==> src/pllr_params.svh <==
// Constants for the reference path control block: register indices, field
// positions, masks and reset values.
// Assumes it is included by bare name wherever a constant is needed.
`ifndef PLLR_PARAMS_SVH
`define PLLR_PARAMS_SVH

// ----------------------------------------------------------------------------
// Register indices (byte address is four times the index)
// ----------------------------------------------------------------------------
`define PLLR_CTRL_INDEX 6'h02
`define PLLR_STAT_INDEX 6'h10

// ----------------------------------------------------------------------------
// Control register fields
// ----------------------------------------------------------------------------
`define PLLR_DIV_RST_BIT 22
`define PLLR_DIV_CODE_HI 21
`define PLLR_DIV_CODE_LO 20
`define PLLR_DBL_BIT 19
`define PLLR_EN_BIT 18
`define PLLR_DIV_SEL_BIT 17
`define PLLR_EDGE_BIT 16
`define PLLR_FB_HI 15
`define PLLR_FB_LO 8
`define PLLR_CTRL_WMASK 32'h007FFF7F
`define PLLR_CTRL_RESET 32'h00001900
`define PLLR_FB_MIN 8'h0A

// ----------------------------------------------------------------------------
// Status register fields
// ----------------------------------------------------------------------------
`define PLLR_ST_EN_BIT 0
`define PLLR_ST_PATH_LO 1
`define PLLR_ST_EDGE_BIT 3
`define PLLR_ST_DIV_OUT_BIT 4
`define PLLR_ST_DIV_RST_BIT 5
`define PLLR_ST_MULT_LO 8

`endif

==> src/pllr_pkg.sv <==
// Types shared by the reference path control block.
// Assumes nothing beyond a SystemVerilog compiler.
package pllr_pkg;

  // Reference path in use ahead of the PLL.
  typedef enum logic [1:0] {
    PLLR_PATH_OFF  = 2'h0,
    PLLR_PATH_THRU = 2'h1,
    PLLR_PATH_DBL  = 2'h3,
    PLLR_PATH_DIV  = 2'h2
  } pllr_path_t;

endpackage : pllr_pkg

==> src/pllr_ref_div.sv <==
// Reference input divider: divides a sampled reference by 2, 4 or 8.
// Assumes the reference rising-edge pulse is already synchronous to pclk.
`timescale 1ns/1ps
`default_nettype none
module pllr_ref_div #(
  parameter int CNT_W = 2
) (
  input wire logic pclk,
  input wire logic presetn,
  input wire logic ref_rise,
  input wire logic [1:0] div_code,
  input wire logic div_rst,
  output logic div_out,
  output logic div_rise
);

  // ----------------------------------------------------------------------------
  // Elaboration check
  // ----------------------------------------------------------------------------
  if (CNT_W < 2) begin : g_bad_width
    $error("Divider counter must be at least two bits wide.");
  end

  logic [CNT_W-1:0] cnt;
  logic [CNT_W-1:0] term;
  logic [CNT_W-1:0] next_cnt;
  logic next_out;
  wire active = ref_rise && !div_rst && (div_code != 2'h0);
  // Compare with at-or-above so a ratio change never strands the count past its end.
  wire wrap = (cnt >= term);

  // Half period in reference edges, less one, for each ratio.
  always_comb begin
    unique case (div_code)
      2'h1: term = CNT_W'(0);
      2'h2: term = CNT_W'(1);
      2'h3: term = CNT_W'(3);
      2'h0: term = CNT_W'(0);
    endcase
  end

  // Counter wraps each half period and toggles the output.
  assign next_cnt = wrap ? '0 : cnt + CNT_W'(1);
  assign next_out = wrap ? ~div_out : div_out;
  assign div_rise = active && wrap && !div_out;

  // Reset bit or bypass code holds the divider cleared.
  always_ff @(posedge pclk or negedge presetn) begin
    if (!presetn) begin
      cnt <= '0;
      div_out <= 1'b0;
    end else if (div_rst || div_code == 2'h0) begin
      cnt <= '0;
      div_out <= 1'b0;
    end else if (active) begin
      cnt <= next_cnt;
      div_out <= next_out;
    end
  end

endmodule : pllr_ref_div
`default_nettype wire

==> src/pllr_ctrl.sv <==
// Reference path control for the system-clock PLL, reached over APB.
// Assumes the reference clock input is sampled synchronously to pclk, and
// that pclk runs well above twice the reference rate.
//
// Decided for this implementation: the APB register port.
`timescale 1ns/1ps
`default_nettype none
`include "pllr_params.svh"
module pllr_ctrl #(
  parameter int DIV_CNT_W = 2
) (
  input wire logic pclk,
  input wire logic presetn,
  input wire logic psel,
  input wire logic penable,
  input wire logic pwrite,
  input wire logic [7:0] paddr,
  input wire logic [31:0] pwdata,
  input wire logic [3:0] pstrb,
  output logic [31:0] prdata,
  output logic pready,
  output logic pslverr,
  input wire logic ref_clk_in,
  output logic pll_enable,
  output pllr_pkg::pllr_path_t pll_path,
  output logic pll_edge_falling,
  output logic pll_ref_tick,
  output logic [7:0] pll_fb_div,
  output logic [8:0] pll_mult
);
  import pllr_pkg::*;

  // ----------------------------------------------------------------------------
  // Elaboration check
  // ----------------------------------------------------------------------------
  if (DIV_CNT_W < 2 || DIV_CNT_W > 8) begin : g_bad_param
    $error("Divider counter width must lie between 2 and 8.");
  end

  // ----------------------------------------------------------------------------
  // APB decode
  // ----------------------------------------------------------------------------
  logic [31:0] ctrl;
  logic [31:0] strobed;
  logic [31:0] next_ctrl;
  logic [31:0] stat;
  logic [31:0] next_rdata;
  logic ref_q;
  logic div_out;
  logic div_rise;
  logic next_tick;

  // Bus phase and address decode.
  wire setup = psel && !penable;
  wire access = psel && penable;
  wire hit_ctrl = (paddr[7:2] == `PLLR_CTRL_INDEX) && (paddr[1:0] == 2'h0);
  wire hit_stat = (paddr[7:2] == `PLLR_STAT_INDEX) && (paddr[1:0] == 2'h0);
  wire unmapped = !hit_ctrl && !hit_stat;

  // Byte lanes merge the write data into the current control word.
  for (genvar b = 0; b < 4; b++) begin : g_lane
    assign strobed[8*b +: 8] = pstrb[b] ? pwdata[8*b +: 8] : ctrl[8*b +: 8];
  end
  assign next_ctrl = strobed & `PLLR_CTRL_WMASK;

  // A feedback value below the minimum is refused whole.
  wire bad_fb = next_ctrl[`PLLR_FB_HI:`PLLR_FB_LO] < `PLLR_FB_MIN;
  wire wr_ctrl = access && pwrite && hit_ctrl && !bad_fb;
  wire wr_err = access && pwrite && ((hit_ctrl && bad_fb) || hit_stat);

  // Zero wait states; errors for any unmapped access and for read-only or out-of-range writes.
  assign pready = 1'b1;
  assign pslverr = (access && unmapped) || wr_err;

  // ----------------------------------------------------------------------------
  // Control register
  // ----------------------------------------------------------------------------
  // The write takes effect at the access edge only.
  always_ff @(posedge pclk or negedge presetn) begin
    if (!presetn) begin
      ctrl <= `PLLR_CTRL_RESET;
    end else if (wr_ctrl) begin
      ctrl <= next_ctrl;
    end
  end

  // Field decode of the control word.
  wire div_rst = ctrl[`PLLR_DIV_RST_BIT];
  wire [1:0] div_code = ctrl[`PLLR_DIV_CODE_HI:`PLLR_DIV_CODE_LO];
  wire dbl_sel = ctrl[`PLLR_DBL_BIT];
  wire div_sel = ctrl[`PLLR_DIV_SEL_BIT];
  wire edge_sel = ctrl[`PLLR_EDGE_BIT];

  // PLL enable and feedback multiplication.
  assign pll_enable = ctrl[`PLLR_EN_BIT];
  assign pll_fb_div = ctrl[`PLLR_FB_HI:`PLLR_FB_LO];
  assign pll_mult = {pll_fb_div, 1'b0};

  // Path selection: disable wins, then divider, then doubler, else feedthrough.
  assign pll_path = !pll_enable ? PLLR_PATH_OFF :
                    div_sel ? PLLR_PATH_DIV :
                    dbl_sel ? PLLR_PATH_DBL : PLLR_PATH_THRU;
  assign pll_edge_falling = (pll_path == PLLR_PATH_THRU) && edge_sel;

  // ----------------------------------------------------------------------------
  // Reference path
  // ----------------------------------------------------------------------------
  // Previous reference level for edge detection.
  always_ff @(posedge pclk or negedge presetn) begin
    if (!presetn) begin
      ref_q <= 1'b0;
    end else begin
      ref_q <= ref_clk_in;
    end
  end
  wire ref_rise = ref_clk_in && !ref_q;
  wire ref_fall = !ref_clk_in && ref_q;

  // Reference input divider with its own reset bit.
  pllr_ref_div #(
    .CNT_W(DIV_CNT_W)
  ) u_div (
    .pclk(pclk),
    .presetn(presetn),
    .ref_rise(ref_rise),
    .div_code(div_code),
    .div_rst(div_rst),
    .div_out(div_out),
    .div_rise(div_rise)
  );

  // Reference event that the PLL phase detector sees for each path.
  always_comb begin
    unique case (pll_path)
      PLLR_PATH_OFF: next_tick = 1'b0;
      PLLR_PATH_DIV: next_tick = (div_code == 2'h0) ? ref_rise : div_rise;
      PLLR_PATH_THRU: next_tick = edge_sel ? ref_fall : ref_rise;
      PLLR_PATH_DBL: next_tick = ref_rise || ref_fall;
    endcase
  end

  // Registered so the event leaves the block from a flip-flop.
  always_ff @(posedge pclk or negedge presetn) begin
    if (!presetn) begin
      pll_ref_tick <= 1'b0;
    end else begin
      pll_ref_tick <= next_tick;
    end
  end

  // ----------------------------------------------------------------------------
  // Read path
  // ----------------------------------------------------------------------------
  // Status word shows the effective path state.
  always_comb begin
    stat = 32'h00000000;
    stat[`PLLR_ST_EN_BIT] = pll_enable;
    stat[`PLLR_ST_PATH_LO +: 2] = pll_path;
    stat[`PLLR_ST_EDGE_BIT] = pll_edge_falling;
    stat[`PLLR_ST_DIV_OUT_BIT] = div_out;
    stat[`PLLR_ST_DIV_RST_BIT] = div_rst;
    stat[`PLLR_ST_MULT_LO +: 9] = pll_mult;
  end
  assign next_rdata = hit_ctrl ? ctrl : hit_stat ? stat : 32'h00000000;

  // Read data is captured in the setup phase and held through the access.
  always_ff @(posedge pclk or negedge presetn) begin
    if (!presetn) begin
      prdata <= 32'h00000000;
    end else if (setup && !pwrite) begin
      prdata <= next_rdata;
    end
  end

  // ----------------------------------------------------------------------------
  // Assertions
  // ----------------------------------------------------------------------------
  // Divider reset keeps the divided output low.
  property p_div_held;
    @(posedge pclk) disable iff (!presetn)
      div_rst |=> !div_out;
  endproperty
  a_div_held: assert property (p_div_held) else $error("Divider ran while held in reset.");

  // Divide by two toggles the divided output on each reference rise.
  property p_div_two;
    @(posedge pclk) disable iff (!presetn)
      (div_code == 2'h1 && !div_rst && ref_rise) |=> (div_out != $past(div_out));
  endproperty
  a_div_two: assert property (p_div_two) else $error("Divide by two did not toggle.");

  // Divide code is ignored outside the divider path.
  property p_code_ignored;
    @(posedge pclk) disable iff (!presetn)
      (pll_enable && !div_sel && !dbl_sel && !edge_sel && ref_rise && div_code != 2'h0) |=> pll_ref_tick;
  endproperty
  a_code_ignored: assert property (p_code_ignored) else $error("Divide code altered the feedthrough.");

  // Doubler passes both reference edges.
  property p_doubler;
    @(posedge pclk) disable iff (!presetn)
      (pll_path == PLLR_PATH_DBL && ref_fall) |=> pll_ref_tick;
  endproperty
  a_doubler: assert property (p_doubler) else $error("Doubler missed a falling edge.");

  // A disabled PLL sees no reference events for two cycles.
  property p_disabled;
    @(posedge pclk) disable iff (!presetn)
      (!ctrl[`PLLR_EN_BIT] && !wr_ctrl) |=> !pll_ref_tick ##1 (!pll_ref_tick || pll_enable);
  endproperty
  a_disabled: assert property (p_disabled) else $error("Reference event while PLL disabled.");

  // Divider path with a nonzero divide code passes only divided edges.
  property p_div_path;
    @(posedge pclk) disable iff (!presetn)
      (pll_path == PLLR_PATH_DIV && div_code != 2'h0 && ref_rise && !div_rise) |=> !pll_ref_tick;
  endproperty
  a_div_path: assert property (p_div_path) else $error("Undivided edge on divider path.");

  // Falling edge select on feedthrough passes falls and not rises.
  property p_edge_fall;
    @(posedge pclk) disable iff (!presetn)
      (pll_path == PLLR_PATH_THRU && edge_sel) |-> (ref_fall ##1 pll_ref_tick) or (!ref_fall ##1 !pll_ref_tick);
  endproperty
  a_edge_fall: assert property (p_edge_fall) else $error("Edge select not honoured.");

  // Edge select is ignored on the divider bypass path.
  property p_edge_ignored;
    @(posedge pclk) disable iff (!presetn)
      (pll_path == PLLR_PATH_DIV && div_code == 2'h0 && edge_sel && ref_fall) |=> !pll_ref_tick;
  endproperty
  a_edge_ignored: assert property (p_edge_ignored) else $error("Edge select leaked into divider path.");

  // Out-of-range feedback writes leave the value untouched and flag an error.
  property p_fb_refused;
    @(posedge pclk) disable iff (!presetn)
      (access && pwrite && hit_ctrl && bad_fb) |-> pslverr ##1 $stable(pll_fb_div);
  endproperty
  a_fb_refused: assert property (p_fb_refused) else $error("Bad feedback value accepted.");

endmodule : pllr_ctrl
`default_nettype wire

==> config.mk <==
export PLATFORM = sky130hd
export DESIGN_NAME = pllr_ctrl
export DESIGN_NICKNAME = d
export VERILOG_FILES = /design/src/pllr_pkg.sv /design/src/pllr_ref_div.sv /design/src/pllr_ctrl.sv
export VERILOG_INCLUDE_DIRS = /design/src
export SDC_FILE = /design/constraint.sdc
export NUM_CORES = 1
export LEC_CHECK = 0
export BUFFER_PORTS_ARGS = -buffer_cell sky130_fd_sc_hd__buf_2
export CORE_ASPECT_RATIO = 1.5
export CORE_MARGIN = 1
export CORE_UTILIZATION = 35
export CTS_BUF_LIST = sky130_fd_sc_hd__clkbuf_4 sky130_fd_sc_hd__clkbuf_8
export CTS_CLUSTER_DIAMETER = 60
export CTS_CLUSTER_SIZE = 25
export DETAILED_ROUTE_END_ITERATION = 7
export HOLD_SLACK_MARGIN = 0.05
export PLACE_DENSITY_LB_ADDON = 0.12
export SYNTH_ARGS = -nofsm -noshare
export SYNTH_HDL_FRONTEND = slang
export SYNTH_SLANG_ARGS = --single-unit
==> constraint.sdc <==
create_clock -name pclk -period 1.6 [get_ports pclk]
set_clock_uncertainty 0.05 [all_clocks]
set_input_delay 0.16 -clock pclk [delete_from_list [all_inputs] [get_ports pclk]]
set_output_delay 0.16 -clock pclk [all_outputs]
set_load 0.03 [all_outputs]
# --- Word-level counts from Yosys, hierarchy flattened ---
# Cells that the tools add are included.
word_totals:
  regBits: 59
  latch_bits: 0
  ram_bits: 0
  romBits: 0
  output_inout_bits: 56
  elab_cells: 78
  memories: 0
op_classes:
  addsub: 1
  multipliers: 0
  div_mod_pow: 0
  order_cmp: 2
  eq_ne: 8
  shift: 0
  mux: 16
  n_bitwise: 1
  n_reduce_logical: 42
op_table:
  columns: ["cell", "count"]
  rows:
  - ["$mux 23", 1]
  - ["$logic_and 1x1->1", 19]
  - ["$mux 17", 1]
  - ["$mux 2", 6]
  - ["$logic_not 1->1", 9]
  - ["$eq 2x2->1 const B", 4]
  - ["$lt 8x4->1 const B", 1]
  - ["$mux 8", 1]
  - ["$eq 6x2->1 const B", 1]
  - ["$eq 6x5->1 const B", 1]
  - ["$logic_not 2->1", 3]
  - ["$pmux 2 s3", 1]
  - ["$reduce_and 2->1", 3]
  - ["$reduce_bool 2->1", 3]
  - ["$mux 1", 5]
  - ["$eq 2x1->1 const B", 2]
  - ["$logic_or 1x1->1", 4]
  - ["$pmux 1 s4", 1]
  - ["$add 2x1->2 const B", 1]
  - ["$ge 2x2->1", 1]
  - ["$reduce_or 2->1", 1]
  - ["$not 1->1", 1]

# --- Logic depth before layout (Yosys ltp) ---
# Gate-level depths: netlist of run 1.
depth:
  depth_word: 8
  ltp_mapped: 7
  mapped_depth_nobuf: 7

# --- Hierarchy ---
# Synthesis of run 1 repeated with hierarchy kept, for this count alone.
unflattened:
  hier_cells: 238
  area_unflattened_um2: 2493.6
modules_own_cells:
  columns: ["mod", "n_inst", "cells_each", "area_each_um2"]
  rows:
  - ["pllr_ctrl", 1, 213, 2270.9]
  - ["pllr_ref_div", 1, 25, 222.7]

# --- Least setup slack after synthesis of run 1 ---
# No wires, ideal clock.
synth_timing:
  path_type: "register to register"
  startpoint: "register ctrl[18]"
  endpoint: "register prdata[3]"
  setup_time_ns: 0.065
  t_arrival_ns: 1.771
  required_time_ns: 1.485
  setup_slack_ns: -0.286
  path_stages_with_launch: 5
  synth_period_minus_slack_ns: 1.886
  path_cell_list: "dfrtp_1 > nor2b_1 > and3b_1 > a222oi_1 > inv_1"
synth_between:
  elab_chain_cells: 5
synth_rtl:
  columns: ["element", "line_no", "text"]
  rows:
  - ["start, declared", "pllr_ctrl.sv:43", "logic [31:0] ctrl;"]
  - ["start signal, assigned", "pllr_ctrl.sv:81", "ctrl <= `PLLR_CTRL_RESET;"]
  - ["start signal, assigned", "pllr_ctrl.sv:83", "ctrl <= next_ctrl;"]
  - ["$mux 2", "pllr_ctrl.sv:100", "assign pll_path = !pll_enable ? PLLR_PATH_OFF :"]
  - ["named net pll_path[0]", "pllr_ctrl.sv:25", "output pllr_pkg::pllr_path_t pll_path,"]
  - ["$eq 2x1->1", "pllr_ctrl.sv:103", "assign pll_edge_falling = (pll_path == PLLR_PATH_THRU) && edge_sel;"]
  - ["$logic_and 1x1->1", "pllr_ctrl.sv:103", null]
  - ["named net pll_edge_falling", "pllr_ctrl.sv:26", "output logic pll_edge_falling,"]
  - ["$mux 17", "pllr_ctrl.sv:164", "assign next_rdata = hit_ctrl ? ctrl : hit_stat ? stat : 32'h00000000;"]
  - ["$mux 23", "pllr_ctrl.sv:164", null]
  - ["end signal, assigned", "pllr_ctrl.sv:171", "prdata <= next_rdata;"]
  - ["end, declared", "pllr_ctrl.sv:20", "output logic [31:0] prdata,"]
# The timed path passes the listed nets, and every way through them passes these cells.
# A chain may end at the register's enable or synchronous reset.

# --- Worst setup path in the final report of run 1 ---
layout_timing:
  startpoint: "register ctrl[14]"
  endpoint: "output port pslverr"
layout_between:
  elab_chain_cells: 6
layout_rtl:
  columns: ["element", "line_no", "text"]
  rows:
  - ["$mux 8", "pllr_ctrl.sv:62", "assign strobed[8*b +: 8] = pstrb[b] ? pwdata[8*b +: 8] : ctrl[8*b +: 8];"]
  - ["$lt 8x4->1 (no source line)", null, null]
  - ["$logic_and 1x1->1", "pllr_ctrl.sv:69", "wire wr_err = access && pwrite && ((hit_ctrl && bad_fb) || hit_stat);"]
  - ["$logic_or 1x1->1", "pllr_ctrl.sv:69", null]
  - ["$logic_and 1x1->1", "pllr_ctrl.sv:69", null]
  - ["$logic_or 1x1->1", "pllr_ctrl.sv:73", "assign pslverr = (access && unmapped) || wr_err;"]
  - ["end, declared", "pllr_ctrl.sv:22", "output logic pslverr,"]
# Every way passes these cells.

==> out/metrics.csv, run 1 <==
metric,value,unit
status,"complete, but fails checks",
violations,setup timing,
power_frac_clock,38.3,%
yosys_warnings,0,
hold_violations,0,
cts_made_buffers,5,
multi_input_area,0.00106,mm²
gp_congestion,0.726,
grt_pass1_wl,9600,µm
avgSynthCellArea,11.6,µm²
grt_usage,17.4,%
die_y,103,µm
min_path_type,input port to register,
final_nets,370,
irDropWorstVdd,0.000613,V
worstSetupEndpointType,primary output,
seq_area,0.00123,mm²
power_density,720,mW/mm²
power.leakage,1.88,nW
grt_max_degree,50,
dieArea,0.00715,mm²
criticalPathCategory,register to primary output,
power.internal,0.00188,W
path_clk_slew,90,ps
cts_sinks,49,
via_count,1955,
clk_path_buf_depth,2,
synth_area,0.00238,mm²
cap_violations,0,
fmax,559,MHz
vias_per_cell,4.97,
synth_seq_cells,49,
wire_per_inst,15.4,µm
fillCellCount,601,
antenna_cells,0,
gr-total-overflow,0,
layout_commonest_cell,buf_2,
slew_violations,0,
pwr-share-seq,51.4,%
start_util,36.5,%
p_switching,0.000555,W
hold_slack,61.2,ps
area_delta_synth_final,41.8,%
netlist-cell-type-count,39,
dp_hpwl,4400,µm
startpoint_type,register,
drc,0,
wl,6050,µm
power,0.00243,W
final_cell_mix,"buf_2, dfrtp_1, buf_4",
port_buffers,82,
min_path_cells,2,
drtIter0Drc,65,
clk_latency,290,ps
power_frac_comb,10.3,%
die_w,69.4,µm
ys_seq_area_share,51.6,%
min_period,1790,ps
h-tree-depth,2,
io_pins,106,
worstPathMaxFanout,2,
rsz0062_at_grt,yes,
r2r_cells,5,
period_share,112,%
grt_pass1_vias,1902,
required,1390,ps
drive_gt1_share,52.1,%
setup_viol,15,
worst_ep_arrival_time,1580,ps
dpl_worst_slack,-158,ps
postCtsSetupBuffers,0,
p_sw_share,22.8,%
fin_cells,393,
antenna_found_initial,0,
place_inst,368,
cts_tree,done,
setup_slack,-187,ps
core_area,0.00653,mm²
cts_root_buf,clkbuf_8,
drt-pass1-iter-count,6,
ant_nets,0,
syn_inst,206,
rows,36,
==> cells in the mapped netlist <==
master	instances	area, µm²
nor3b_1	2	15.0
conb_1	2	7.51
and3_1	1	6.26
buf_2	2	10.0
or3_1	1	6.26
nand3_1	2	10.0
and3b_1	1	8.76
a222oi_1	10	100
a21o_1	1	7.51
nand2b_1	1	6.26
a22oi_1	3	22.5
buf_4	28	210
clkbuf_1	3	11.3
buf_6	1	11.3
nand3_2	2	20.0
mux2_2	23	259
a211oi_1	2	15.0
dfrtp_1	46	1150
o32ai_1	1	8.76
o21ai_0	7	35.0
nand2_1	13	48.8
o21a_1	2	15.0
nor4b_1	1	8.76
nor2_2	2	12.5
ha_1	4	50.1
nand4b_1	1	8.76
nor2b_1	3	18.8
nor2_1	4	15.0
nor4_2	1	12.5
o21bai_1	1	7.51
a21oi_1	4	20.0
xor2_1	1	8.76
dfstp_2	3	78.8
a221oi_1	1	8.76
a22o_1	8	70.1
nor4_1	2	12.5
or2_2	1	6.26
a31oi_1	1	6.26
inv_1	14	52.6
==> cell families (layout without fill, tap and decap cells) <==
kind of cell	Yosys count	count (layout)	synth area share [%]
buffers and inverters	48	149	12.4
flip-flops	49	49	51.6
adder cells (fa/ha/maj)	4	4	2.10
other	2	12	0.315
multiplexers	23	23	10.9
AO/OA/AOI/OAI	41	41	13.3
XOR/XNOR	1	1	0.368
AND/OR/NAND/NOR	38	38	9.08
==> flip-flops by register name, summed over array words and instances (netlist names) <==
name / flops
ctrl: 22
u_div.div_out: 1
u_div.cnt: 2
ref_q: 1
prdata: 22
pll_ref_tick: 1
==> cell type report <==
cell class,count,area share (%)
clock buffers,7,2.67
flip-flops and latches,49,36.4
well taps,76,2.81
inverters,14,1.55
multi-input cells,119,31.4
repair buffers,127,24.3
clock inverters,1,0.889
==> per-layer routing <==
metal / share of wire, % / up-vias / track usage, %
met2: 54 / 75 / 32.4
met1: 40 / 955 / 20.7
met3: 4.7 / 4 / 2.93
met4: 0.88 / 0 / 4.87
li1: - / 921 / -
met5: 0 / - / 0
==> repair_timing <==
item | in CTS | in global routing
pin swaps | 5 | 2
hold endpoints to repair | 62 | 1
hold buffers | 16 | 1
setup endpoints to repair | 16 | 17
gates resized for setup | 26 | 5
==> metrics by stage <==
| step | util (%) | cell area [µm²] | TNS, ps |
|---|---|---|---|
| floorplan | - | 2450 | -4.62 |
| global placement | 45.2 | 2950 | -3030 |
| detailed placement | 45.2 | 2950 | -3190 |
| CTS | 51.3 | 3350 | -1220 |
| global route | 51.7 | 3380 | -2480 |
| finish | 51.7 | 3380 | -1130 |
==> final timing paths <==
check / startpoint / endpoint / slack [ps]
setup / recovery: ctrl[14] / pslverr / -190
hold / removal: pwdata[4] / ctrl[4] / 60
setup reg to reg: ctrl[14] / ctrl[5] / -80
hold reg to reg: prdata[2] / prdata[2] / 420
max in group asynchronous: presetn / ctrl[12] / 880
min in group asynchronous: presetn / prdata[10] / 320
==> power groups by stage <==
stage	combinational, W	sequential [W]	clock [W]
2_1_floorplan	0.000112	0.00129	0
3_3_place_gp	0.000211	0.00128	0
3_5_place_dp	0.000212	0.00128	0
4_1_cts	0.000250	0.00125	0.000967
5_1_grt	0.000276	0.00125	0.00102
6_report	0.000251	0.00125	0.000932
==> worst max-delay path: stages (launching register included) <==
cell and delay (ps):
dfrtp_1 410, nor4_4 260, nand2_1 120, o21ai_2 130, o21ai_1 90, a21oi_2 130, buf_6 140
Note: power is estimated with default switching activity, not from simulation.
==> run 2: changes to the inputs <==
- SKIP_CTS_REPAIR_TIMING: unset -> 1
==> out/metrics.csv, run 2 (synthesized netlist as in run 1, its figures left out) <==
metric,value,unit,change
drive_gt1_share,52.4,%,+0.33 points
cts_tree,done,,
fillCellCount,599,,-0.33%
dpl_worst_slack,-158,ps,unchanged
met2_usage,31.3,%,-1.1 points
antenna_cells,0,,unchanged
core_area,0.00653,mm²,unchanged
fmax,555,MHz,-0.78%
cts_root_buf,clkbuf_8,,
min_period,1800,ps,+14.0 ps
rsz0062_at_grt,yes,,
reg.largest.list,"ctrl x22, prdata x22, u_div.cnt x2",,
clk_latency,300,ps,about the same
worstSetupEndpointType,primary output,,
final_nets,368,,-0.54%
grt.busiest_layer,met2,,
clk_path_buf_depth,2,,unchanged
startpoint_type,register,,
layout_commonest_cell,buf_2,,
criticalPathCategory,register to primary output,,
area_delta_synth_final,40.8,%,
ant_nets,0,,unchanged
grt_pass1_wl,9180,µm,-4.3%
crit_slowest_cell,dfrtp_1,,
final_cell_mix,"buf_2, dfrtp_1, buf_4",,
die_y,103,µm,unchanged
dieArea,0.00715,mm²,unchanged
antenna_found_initial,0,,unchanged
crit_chain,"nor4_4, nand2_1, o21ai_1, o21ai_1, a21oi_2, buf_6",,
setup_tns,-872,ps,+256 ps
power,0.00243,W,-0.19%
grt_max_degree,50,,unchanged
worstPathMaxFanout,2,,unchanged
cts_sinks,49,,unchanged
gr-total-overflow,0,,unchanged
power.leakage,1.87,nW,-0.51%
wire_per_inst,15.4,µm,about the same
required,1390,ps,about the same
rows,36,,unchanged
drc,0,,unchanged
drtIter0Drc,83,,+28%
irDropWorstVdd,0.000611,V,-0.32%
power_density,724,mW/mm²,+0.51%
wl,6020,µm,-0.48%
grt.met3_usage,2.93,%,unchanged
grt_usage,16.8,%,-0.65 points
slew_violations,0,,unchanged
start_util,36.5,%,unchanged
final_util,51.4,%,-0.36 points
grt_pass1_vias,1826,,-4.0%
setup_viol,15,,unchanged
violations,setup timing,,
cts_made_buffers,5,,unchanged
dp_hpwl,4400,µm,unchanged
via_count,1942,,-0.66%
die_w,69.4,µm,unchanged
status,"complete, but fails checks",,
cap_violations,0,,unchanged
path_clk_slew,90,ps,about the same
min_path_type,input port to register,,
gp_congestion,0.726,,unchanged
crit_top_cell,o21ai_1,,
hold_violations,0,,unchanged
met1_usage,19.7,%,-0.99 points
worst_ep_arrival_time,1590,ps,about the same
vias_per_cell,4.97,,-0.16%
h-tree-depth,2,,unchanged
io_pins,106,,unchanged
drt-pass1-iter-count,7,,+1
setup_slack,-201,ps,-14.0 ps
port_buffers,82,,unchanged
period_share,113,%,+0.88 points
slowest_delay,410,ps,about the same
## run 2: cell count changes in the layout (fill, tap and decap cells not counted)
cell,change
o32ai_1,-1
o32ai_2,+1
dlygate4sd3_1,-3
a211oi_1,+1
o21ai_1,+1
buf_4,+1
a211oi_2,-1
o21ai_2,-1
## run 2: final timing paths
check	slack, ps	cells after the start	endpoint	startpoint
min	50	2	ctrl[0]	pwdata[0]
max reg2reg	-60	5	ctrl[5]	ctrl[14]
max in group asynchronous	880	3	ctrl[12]	presetn
max	-200	6	pslverr	ctrl[14]
min reg2reg	430	2	prdata[2]	prdata[2]
min in group asynchronous	320	3	prdata[10]	presetn
## run 2: where the power goes
group          internal (W)  switching [W]
clock network      0.000527       0.000407
logic              0.000100       0.000143
registers           0.00125     0.00000530
total               0.00187       0.000556
## run 2: layer usage
layer | share of wire (%) | routed length [µm]
met1 | 41 | 2440
met2 | 54 | 3230
met3 | 4.9 | 293
met4 | 0.88 | 53
met5 | 0 | 0
## run 2: cell type report
class / count / area [µm²] / area share, %
Sequential cell: 49 / 1230 / 36.7
Multi-Input combinational cell: 119 / 1060 / 31.5
Timing Repair Buffer: 125 / 800 / 23.8
Tap cell: 76 / 95.1 / 2.83
Clock buffer: 7 / 90.1 / 2.68
Inverter: 14 / 52.6 / 1.57
Clock inverter: 1 / 30.0 / 0.895
## run 2: critical path, delay by kind of cell, from the launching register on
kind,cells,cell delay [ps]
flops,1,410
compound gates,3,380
simple gates,2,360
buf+inv,1,140
## run 2: through the flow
stage,cells,cell area [µm²],hold WS [ps]
2_1_floorplan,216,2450,-186
3_3_place_gp,368,2950,121
3_5_place_dp,368,2950,117
4_1_cts,376,3070,-206
5_1_grt,391,3360,49.5
6_report,391,3360,51.0
==> run 3: changes to the inputs <==
- clock period: 1.6 -> 1.5 ns (I/O delays scaled with it)
==> out/metrics.csv, run 3 (synthesized netlist as in run 1, its figures left out) <==
metric,value,unit,change
whs_endpoint,ctrl[2],,
path_clk_slew,80,ps,about the same
min_period,1790,ps,
via_count,1963,,+1.1%
period_share,119,%,
criticalPathCategory,register to primary output,,
h-tree-depth,2,,unchanged
grt_pass1_wl,9490,µm,+3.3%
drtIter0Drc,109,,+31%
status,"complete, but fails checks",,
reg.largest.list,"ctrl x22, prdata x22, u_div.cnt x2",,
final_cell_mix,"buf_2, dfrtp_1, buf_4",,
wire_per_inst,15.2,µm,-1.4%
hold_violations,0,,unchanged
drive_gt1_share,51.7,%,-0.68 points
power_density,725,mW/mm²,+0.16%
drc,0,,unchanged
layout_commonest_cell,buf_2,,
irDropWorstVdd,0.000399,V,-35%
rows,36,,unchanged
setup_slack,-290,ps,-88.2 ps
gp_congestion,0.757,,+4.3%
gr-total-overflow,0,,unchanged
io_pins,106,,unchanged
r2r-end,ctrl[2],,
min_path_type,input port to register,,
die_y,103,µm,unchanged
setup_viol,17,,+2
area_delta_synth_final,41.3,%,
final_nets,376,,+2.2%
vias_per_cell,4.92,,-0.95%
cap_violations,0,,unchanged
grt_pass1_vias,1908,,+4.5%
hold_slack,47.1,ps,-3.88 ps
hold_start,pwdata[2],,
cts_tree,done,,
ant_nets,0,,unchanged
cts_sinks,49,,unchanged
fillCellCount,634,,+5.8%
min_path_cells,2,,unchanged
antenna_cells,0,,unchanged
startpoint_type,register,,
wl,6060,µm,+0.58%
worstSetupEndpointType,primary output,,
start_util,36.5,%,unchanged
dpl_worst_slack,-303,ps,-145 ps
grt_usage,17.2,%,+0.41 points
port_buffers,82,,unchanged
reg2reg_from,ctrl[14],,
place_inst,373,,+1.4%
dieArea,0.00715,mm²,unchanged
r2r_cells,5,,unchanged
worstPathMaxFanout,2,,unchanged
clk_path_buf_depth,2,,unchanged
required,1300,ps,-90 ps
fmax,559,MHz,
drt-pass1-iter-count,8,,+1
worst_ep_arrival_time,1590,ps,about the same
die_w,69.4,µm,unchanged
fin_cells,399,,+2.0%
setup_tns,-3240,ps,-2370 ps
grt_max_degree,44,,-12%
clk_latency,290,ps,about the same
rsz0062_at_grt,yes,,
cts_root_buf,clkbuf_8,,
dp_hpwl,4450,µm,+1.2%
cts_made_buffers,5,,unchanged
violations,setup timing,,
antenna_found_initial,0,,unchanged
regToRegSetupSlack,-220,ps,-160 ps
core_area,0.00653,mm²,unchanged
slew_violations,0,,unchanged
power.leakage,1.86,nW,-0.13%
-- run 3: layout make-up --
cell class | instances | area (µm²) | area share (%)
clock buffers | 8 | 97.6 | 2.90
inverters | 14 | 52.6 | 1.56
multi-input cells | 119 | 1020 | 30.3
flip-flops and latches | 49 | 1230 | 36.5
well taps | 76 | 95.1 | 2.82
repair buffers | 133 | 872 | 25.9
-- run 3: worst max-delay path by stage --
stage | startpoint | to | slack [ps] | cells past startpoint
finish | ctrl[14] | pslverr | -290 | 6
CTS | ctrl[13] | pslverr | -450 | 6
floorplan | ctrl[21] | u_div.cnt[1] | -100 | 7
global route | ctrl[14] | pslverr | -390 | 6
detailed placement | pwdata[14] | ctrl[6] | -300 | 7
global placement | pwdata[14] | ctrl[5] | -300 | 7
-- run 3: stage by stage --
stage | instance area [µm²] | power (W) | utilization (%)
floorplan | 2490 | 0.00149 | -
global placement | 3030 | 0.00160 | 46.4
detailed placement | 3030 | 0.00160 | 46.4
CTS | 3130 | 0.00244 | 47.9
global route | 3370 | 0.00255 | 51.6
finish | 3370 | 0.00244 | 51.6
-- run 3: power by group --
part           switching [W]  internal (W)  total [W]  leakage (nW)
Clock               0.000418      0.000413   0.000831        0.0523
Combinational       0.000160      0.000117   0.000277          1.14
Sequential        0.00000516       0.00133    0.00133         0.669
-- run 3: critical path: stages (launching register included) --
cell and delay [ps]:
dfrtp_1 400, nor4_2 290, nand2_1 120, o21ai_2 120, o21ai_1 90, a21oi_2 140
buf_6 140
-- run 3: routing by layer --
metal  part of all wire (%)  GRT usage [%]
met1                     41           21.0
met4                   0.86           5.49
met5                      0              0
met2                     53           31.1
met3                    5.1           2.64
